## config.mk

```make
export PLATFORM = sky130hd
export DESIGN_NAME = can_transceiver_fault_monitor
export DESIGN_NICKNAME = d
export VERILOG_FILES = /design/src/hdl/can_fault_pkg.sv /design/src/hdl/can_transceiver_fault_monitor.sv
export SDC_FILE = /design/constraint.sdc
export NUM_CORES = 1
export LEC_CHECK = 0
export ABC_AREA = 1
export ABC_CLOCK_PERIOD_IN_PS = 2900
export BUFFER_PORTS_ARGS = -buffer_cell sky130_fd_sc_hd__buf_2
export CAP_MARGIN = 20
export CORE_MARGIN = 2
export CORE_UTILIZATION = 55
export DETAILED_ROUTE_END_ITERATION = 10
export HOLD_SLACK_MARGIN = 0.1
export PLACE_DENSITY = 0.84
export SETUP_SLACK_MARGIN = 0.2
export SYNTH_ARGS = -nofsm -noshare
export SYNTH_HDL_FRONTEND = slang
export SYNTH_SLANG_ARGS = --single-unit
```

## constraint.sdc

```tcl
create_clock -name sys_clk -period 2.9 [get_ports sys_clk]
set_input_delay 0.725 -clock sys_clk [delete_from_list [all_inputs] [get_ports sys_clk]]
set_output_delay 0.725 -clock sys_clk [all_outputs]
set_load 0.05 [all_outputs]
```

## src/hdl/can_fault_pkg.sv

```systemverilog
// Package with constants and types for the transceiver fault monitor
package can_fault_pkg;
  // AXI4-Lite register byte offsets
  localparam logic [7:0] STATUS_OFFS = 8'h00;
  localparam logic [7:0] CTRL_OFFS = 8'h04;
  localparam logic [7:0] MASK_OFFS = 8'h08;
  // Status register bit positions
  localparam int THERMAL_FAULT_FLAG_BIT = 0;
  localparam int CUR_BIT = 1;
  localparam int TOUT_BIT = 2;
  localparam int WAKE_BIT = 3;
  localparam int STATUS_W = 4;
  // Control register fields
  localparam int SLEW_LSB = 0;
  localparam int NORMAL_BIT = 2;
  // Reset values
  localparam logic [1:0] SLEW_RST = 2'h0;
  localparam logic [3:0] MASK_RST = 4'h0;
  // Timing
  localparam int CLK_MHZ = 100;
  localparam int TOUT_US = 350;
  localparam int TOUT_MIN_US = 200;
  localparam int TOUT_MAX_US = 520;
  localparam int TOUT_CYC = TOUT_US * CLK_MHZ;
  // AXI responses
  localparam logic [1:0] RESP_OKAY = 2'h0;
  localparam logic [1:0] RESP_SLVERR = 2'h2;

  typedef struct packed {
    logic thermal;
    logic overcurH;
    logic overcurL;
    logic wake;
  } fault_in_t;

  typedef struct packed {
    logic drvEnable;
    logic busDominant;
    logic [1:0] slewRate;
  } drive_out_t;

  typedef enum logic [1:0] {DRV_IDLE, DRV_DOM, DRV_FAULT} drv_state_t;
endpackage : can_fault_pkg

```

## src/hdl/can_transceiver_fault_monitor.sv

```systemverilog
// Fault supervision of a CAN transceiver with AXI4-Lite status access
//
// Local design decisions: the address map and register access over AXI4-Lite.
`timescale 1ns/1ns
module can_transceiver_fault_monitor
  import can_fault_pkg::*;
#(
  parameter int TIMEOUT_CYCLES = TOUT_CYC
)(
  input wire logic sys_clk,
  input wire logic arst_n,
  input wire logic txIn,
  input wire logic busRx,
  input wire fault_in_t faultIn,
  output drive_out_t driveOut,
  output logic rxOut,
  output logic irq,
  input wire logic [7:0] s_axi_awaddr,
  input wire logic s_axi_awvalid,
  output logic s_axi_awready,
  input wire logic [31:0] s_axi_wdata,
  input wire logic [3:0] s_axi_wstrb,
  input wire logic s_axi_wvalid,
  output logic s_axi_wready,
  output logic [1:0] s_axi_bresp,
  output logic s_axi_bvalid,
  input wire logic s_axi_bready,
  input wire logic [7:0] s_axi_araddr,
  input wire logic s_axi_arvalid,
  output logic s_axi_arready,
  output logic [31:0] s_axi_rdata,
  output logic [1:0] s_axi_rresp,
  output logic s_axi_rvalid,
  input wire logic s_axi_rready
);

  function automatic logic known_addr(input logic [7:0] a);
    known_addr = (a == STATUS_OFFS) || (a == CTRL_OFFS) || (a == MASK_OFFS);
  endfunction : known_addr

  // Driver supervision
  drv_state_t drvState_ff, nxt_drvState;
  logic [31:0] domCnt_ff, nxt_domCnt;
  logic timeoutEvt;
  drive_out_t driveOut_ff, nxt_driveOut;
  logic rxOut_ff;

  // Registers
  logic [STATUS_W-1:0] status_ff, nxt_status;
  logic [STATUS_W-1:0] mask_ff, nxt_mask;
  logic [1:0] slew_ff, nxt_slew;
  logic normal_ff, nxt_normal;
  logic irq_ff, nxt_irq;

  // AXI state
  logic awHave_ff, nxt_awHave, wHave_ff, nxt_wHave;
  logic [7:0] awAddr_ff, nxt_awAddr;
  logic [31:0] wData_ff, nxt_wData;
  logic [3:0] wStrb_ff, nxt_wStrb;
  logic bValid_ff, nxt_bValid;
  logic [1:0] bResp_ff, nxt_bResp;
  logic rValid_ff, nxt_rValid;
  logic [31:0] rData_ff, nxt_rData;
  logic [1:0] rResp_ff, nxt_rResp;
  logic statusRead, doWrite;

  always_comb
  begin
    nxt_drvState = drvState_ff;
    nxt_domCnt = domCnt_ff;
    timeoutEvt = 1'b0;
    unique case (drvState_ff)
      DRV_IDLE:
      begin
        nxt_domCnt = 32'h0;
        if (!txIn)
          nxt_drvState = DRV_DOM;
      end
      DRV_DOM:
      begin
        if (txIn)
          nxt_drvState = DRV_IDLE;
        else if (domCnt_ff >= 32'(TIMEOUT_CYCLES - 2))
        begin
          nxt_drvState = DRV_FAULT;
          timeoutEvt = 1'b1;
        end
        else
          nxt_domCnt = domCnt_ff + 32'h1;
      end
      DRV_FAULT:
      begin
        // Stays off while transmit is stuck low
        if (txIn)
          nxt_drvState = DRV_IDLE;
      end
    endcase
    nxt_driveOut.drvEnable = (nxt_drvState != DRV_FAULT);
    nxt_driveOut.busDominant = !txIn && (nxt_drvState != DRV_FAULT);
    nxt_driveOut.slewRate = slew_ff;
  end

  always_ff @(posedge sys_clk or negedge arst_n)
  begin
    if (!arst_n)
    begin
      drvState_ff <= DRV_IDLE;
      domCnt_ff <= 32'h0;
      driveOut_ff <= '0;
      rxOut_ff <= 1'b1;
    end
    else
    begin
      drvState_ff <= nxt_drvState;
      domCnt_ff <= nxt_domCnt;
      driveOut_ff <= nxt_driveOut;
      rxOut_ff <= busRx;
    end
  end

  // AXI4-Lite slave; single outstanding write and read
  always_comb
  begin
    nxt_awHave = awHave_ff;
    nxt_awAddr = awAddr_ff;
    nxt_wHave = wHave_ff;
    nxt_wData = wData_ff;
    nxt_wStrb = wStrb_ff;
    nxt_bValid = bValid_ff;
    nxt_bResp = bResp_ff;
    nxt_rValid = rValid_ff;
    nxt_rData = rData_ff;
    nxt_rResp = rResp_ff;
    statusRead = 1'b0;
    if (s_axi_awvalid && !awHave_ff)
    begin
      nxt_awHave = 1'b1;
      nxt_awAddr = s_axi_awaddr;
    end
    if (s_axi_wvalid && !wHave_ff)
    begin
      nxt_wHave = 1'b1;
      nxt_wData = s_axi_wdata;
      nxt_wStrb = s_axi_wstrb;
    end
    doWrite = awHave_ff && wHave_ff && !bValid_ff;
    if (doWrite)
    begin
      nxt_awHave = 1'b0;
      nxt_wHave = 1'b0;
      nxt_bValid = 1'b1;
      nxt_bResp = known_addr(awAddr_ff) ? RESP_OKAY : RESP_SLVERR;
    end
    if (bValid_ff && s_axi_bready)
      nxt_bValid = 1'b0;
    if (s_axi_arvalid && !rValid_ff)
    begin
      nxt_rValid = 1'b1;
      nxt_rResp = RESP_OKAY;
      nxt_rData = 32'h0;
      unique case (s_axi_araddr)
        STATUS_OFFS:
        begin
          nxt_rData[STATUS_W-1:0] = status_ff;
          statusRead = 1'b1;
        end
        CTRL_OFFS:
        begin
          nxt_rData[SLEW_LSB +: 2] = slew_ff;
          nxt_rData[NORMAL_BIT] = normal_ff;
        end
        MASK_OFFS:
          nxt_rData[STATUS_W-1:0] = mask_ff;
        default:
          nxt_rResp = RESP_SLVERR;
      endcase
    end
    if (rValid_ff && s_axi_rready)
      nxt_rValid = 1'b0;
  end

  // Register file, status flags and interrupt
  always_comb
  begin
    nxt_slew = slew_ff;
    nxt_normal = normal_ff;
    nxt_mask = mask_ff;
    nxt_status = status_ff;
    if (doWrite && wStrb_ff[0])
    begin
      if (awAddr_ff == CTRL_OFFS)
      begin
        nxt_slew = wData_ff[SLEW_LSB +: 2];
        nxt_normal = wData_ff[NORMAL_BIT];
      end
      if (awAddr_ff == MASK_OFFS)
        nxt_mask = wData_ff[STATUS_W-1:0];
    end
    // Read clears error flags; wake clears only via normal mode
    if (statusRead)
    begin
      nxt_status[THERMAL_FAULT_FLAG_BIT] = 1'b0;
      nxt_status[CUR_BIT] = 1'b0;
      nxt_status[TOUT_BIT] = 1'b0;
    end
    if (nxt_normal)
      nxt_status[WAKE_BIT] = 1'b0;
    // Set wins over read clear so no error event is lost; wake sets only outside normal mode
    if (faultIn.thermal)
      nxt_status[THERMAL_FAULT_FLAG_BIT] = 1'b1;
    if (faultIn.overcurH || faultIn.overcurL)
      nxt_status[CUR_BIT] = 1'b1;
    if (timeoutEvt)
      nxt_status[TOUT_BIT] = 1'b1;
    if (faultIn.wake && !nxt_normal)
      nxt_status[WAKE_BIT] = 1'b1;
    nxt_irq = |(nxt_status & nxt_mask);
  end

  always_ff @(posedge sys_clk or negedge arst_n)
  begin
    if (!arst_n)
    begin
      awHave_ff <= 1'b0;
      awAddr_ff <= 8'h0;
      wHave_ff <= 1'b0;
      wData_ff <= 32'h0;
      wStrb_ff <= 4'h0;
      bValid_ff <= 1'b0;
      bResp_ff <= RESP_OKAY;
      rValid_ff <= 1'b0;
      rData_ff <= 32'h0;
      rResp_ff <= RESP_OKAY;
      slew_ff <= SLEW_RST;
      normal_ff <= 1'b0;
      mask_ff <= MASK_RST;
      status_ff <= '0;
      irq_ff <= 1'b0;
    end
    else
    begin
      awHave_ff <= nxt_awHave;
      awAddr_ff <= nxt_awAddr;
      wHave_ff <= nxt_wHave;
      wData_ff <= nxt_wData;
      wStrb_ff <= nxt_wStrb;
      bValid_ff <= nxt_bValid;
      bResp_ff <= nxt_bResp;
      rValid_ff <= nxt_rValid;
      rData_ff <= nxt_rData;
      rResp_ff <= nxt_rResp;
      slew_ff <= nxt_slew;
      normal_ff <= nxt_normal;
      mask_ff <= nxt_mask;
      status_ff <= nxt_status;
      irq_ff <= nxt_irq;
    end
  end

  assign driveOut = driveOut_ff;
  assign rxOut = rxOut_ff;
  assign irq = irq_ff;
  assign s_axi_awready = !awHave_ff;
  assign s_axi_wready = !wHave_ff;
  assign s_axi_bvalid = bValid_ff;
  assign s_axi_bresp = bResp_ff;
  assign s_axi_arready = !rValid_ff;
  assign s_axi_rvalid = rValid_ff;
  assign s_axi_rdata = rData_ff;
  assign s_axi_rresp = rResp_ff;
endmodule : can_transceiver_fault_monitor

```

==> run_results.csv <==
group,metric,value,unit
clock_network,clock_latency,0.35,ns
clock_network,cts_hold_buf,0,
place,numPortBuffers,50,
timing,post-route-min-period,2.103,ns
synthesis,syn_area,0.003759,mm2
timing,fin_hold_ws,0.3802,ns
timing,fin_worst_skew,0.01179,ns
cells_and_area,n_antenna_cell,0,
timing,fmax,0.4755,GHz
global_routing,grt_pass1_wl,11500,um
critical_path,rr_worst_depth,8,
critical_path,critPathArrivalTime,2.32,ns
clock_network,cts_tree,"yes",
drt,wl,6784,um
cells_and_area,stdcell_count,579,
die,dieArea,0.007511,mm2
drt,drc,0,
clock_network,clk_transition_reported_paths,0.08,ns
cells_and_area,area_growth_syn_to_layout,10.95,%
drt,topRoutingLayerUsed,"met4",
flow_run,drv_cap,0,
clock_network,cts.repair.resized,0,
drt,dr_wl_met3,316,um
critical_path,crit_required,3.12,ns
drt,wl_per_cell,11.72,um
global_routing,globalRouteOverflowTotal,0,
global_routing,grt_max_degree,75,
synthesis,synthCells,437,
global_routing,grtUsageTotal,19.33,%
power,power.density,749.8,mW/mm2
synthesis,synth_edf_count,0,
die,rows,30,
critical_path,rr_startpoint,"drvState_ff[1]",
critical_path,cp-start-kind,"register",
drt,detail_route.iter0.violations,148,
drt,route.antenna.remaining_nets,0,
clock_network,clkSinkCount,74,
critical_path,timing.rr.end,"domCnt_ff[10]",
power,ir_drop,573.6,uV
synthesis,postSynthRegisterBits,74,
place,gp_congestion,0.8308,
timing,hold_violations,0,
cells_and_area,final_nets,564,
critical_path,cp_max_fo,21,
timing,rsz0062_at_grt,"no",
clock_network,postCtsSetupBuffers,0,
timing,slew_viol_final,0,
critical_path,cp-endpoint,"domCnt_ff[10]",
clock_network,cts_root_buffer,"clkbuf_8",
critical_path,rrSetupSlack,0.80,ns
die,start_util,55.94,%
clock_network,cts_buffer_depth,2,
drt,m1WireLength,2949,um
min_path,hold_path.class,"in -> async",
clock_network,cts.htree.levels,3,
clock_network,cts_inserted_buffers,9,
synthesis,ys_seq_area_share,49.30,%
die,ios,112,
synthesis,avgSynthCellArea,8.601,um2
drt,vias,2857,
timing,setup_violations,0,
run_status,status,"finished, final reports clean",
global_routing,grt_pass1_vias,2584,
synthesis,synth-async-reset-ratio,100.0,%
timing,min_period_over_period,72.52,%
die,die_height,86.67,um
cells_and_area,layout-drive-gt1-share,21.24,%
critical_path,crit_start,"drvState_ff[1]",
drt,first_pass_iters,4,
drt,routed_via_density,4.934,
synthesis,yosysWarnings,0,
place,post-dp-hpwl,4877,um
power,p_leak,2.103,nW
die,coreArea,0.006719,mm2
synthesis,synth_top_flop_cell,"dfrtp_1",
critical_path,setup.worst_path.class,"reg -> reg",
synthesis,yosysUniqueCellTypes,34,
global_routing,grt_antenna_before_repair,0,
critical_path,endpoint_kind,"register",
die,die_x,86.67,um
place,post-place-cells,563,
drt,met2_length,3453,um
timing,fin_setup_tns,0,ns
[sequential cells by signal, summed over array words and instances, names as in the netlist, 2 cells and up]
name and cells:
drvState_ff 2, awAddr_ff 8, slew_ff 2, domCnt_ff 32
mask_ff 4, status_ff 4, wData_ff 4, driveOut 4
s_axi_rdata 4
[power by group]
| part | switching, mW | internal (mW) | leakage (nW) |
|---|---|---|---|
| registers | 0.100 | 1.22 | 0.954 |
| clock network | 0.388 | 0.421 | 0.0987 |
| logic | 0.751 | 0.250 | 1.05 |
[layer usage]
| metal | global-route usage, % | up-vias |
|---|---|---|
| li1 | - | 1424 |
| met1 | 25.44 | 1332 |
| met2 | 32.45 | 88 |
| met3 | 4.857 | 13 |
| met4 | 4.403 | 0 |
| met5 | 0 | - |
[cell usage after synthesis (all sizes together), types with 3 or more instances]
cell type  count  area [um2]
nand3b         3       22.52
a21oi         11       55.05
ha             5       62.56
nand3         23       120.1
nor2          69       366.6
nor3           3       15.01
dfrtp         73        1827
buf           34       272.8
o21ai         22       110.1
nand2        109       419.2
nand4          6       52.55
xor2           7       61.31
mux2           7       78.83
inv           54       202.7
[critical path, cell delays in order, from the launching register on]
cell     delay [ns]
dfrtp_1        0.40
inv_1          0.08
ha_1           0.29
inv_2          0.15
nor2_2         0.23
nand4_4        0.17
nand2_4        0.15
buf_4          0.38
o21ai_0        0.13
[layout make-up]
| class | instances | area [um2] |
|---|---|---|
| Timing Repair Buffer | 52 | 277.8 |
| Fill cell | 537 | 2549 |
| Multi-Input combinational cell | 303 | 1535 |
| Clock buffer | 10 | 137.6 |
| Sequential cell | 74 | 1853 |
| Clock inverter | 6 | 63.81 |
| Inverter | 54 | 202.7 |
| Tap cell | 80 | 100.1 |
[cell usage in the layout (no fill, tap or decap), types with 6 or more instances in the layout]
cell and instances:
a21oi_1 11, buf_2 50, clkbuf_8 10, conb_1 30, dfrtp_1 73, inv_1 49, mux2_2 7, nand2_1 107
nand3_1 22, nor2_1 50, nor2_2 7, nor2_4 12, o21ai_0 16, o21ai_1 6, xor2_1 7
[how the worst min path moves through the flow]
stage | slack [ns] | cells after the start | from | endpoint
6_report | 0.38 | 2 | arst_n | s_axi_rdata[0]
2_1_floorplan | 0.37 | 0 | slew_ff[0] | driveOut[0]
3_5_place_dp | 0.39 | 0 | slew_ff[0] | driveOut[0]
5_1_grt | 0.40 | 2 | arst_n | s_axi_rdata[0]
4_1_cts | 0.40 | 2 | arst_n | s_axi_rdata[0]
3_3_place_gp | 0.40 | 0 | slew_ff[1] | driveOut[1]
[cell families (layout without fill, tap and decap cells)]
logic type                 after synthesis  count (layout)  share of synthesized area [%]
AOI/OAI and AO/OA                       39              39                          5.626
xor gates and xnor gates                 7               7                          1.631
adders and majority gates                5               5                          1.664
buffers and inverters                   89             122                          12.75
DFF                                     74              74                          49.30
muxes                                    7               7                          2.097
other                                    1              30                        0.09977
and+or+nand+nor                        215             215                          26.83
[stage by stage]
step                      power, mW  area [um2]  setup slack (ns)  utilization (%)
after floorplan               2.192        3867            0.9029                -
after global placement        2.292        3969            0.8817            59.07
after detailed placement      2.336        3969            0.7680            59.07
after CTS                     3.151        4170            0.7724            62.07
after global routing          3.320        4170            0.5920            62.07
final                         3.127        4170            0.7968            62.07
No activity file was read; power rests on OpenSTA's default activity.
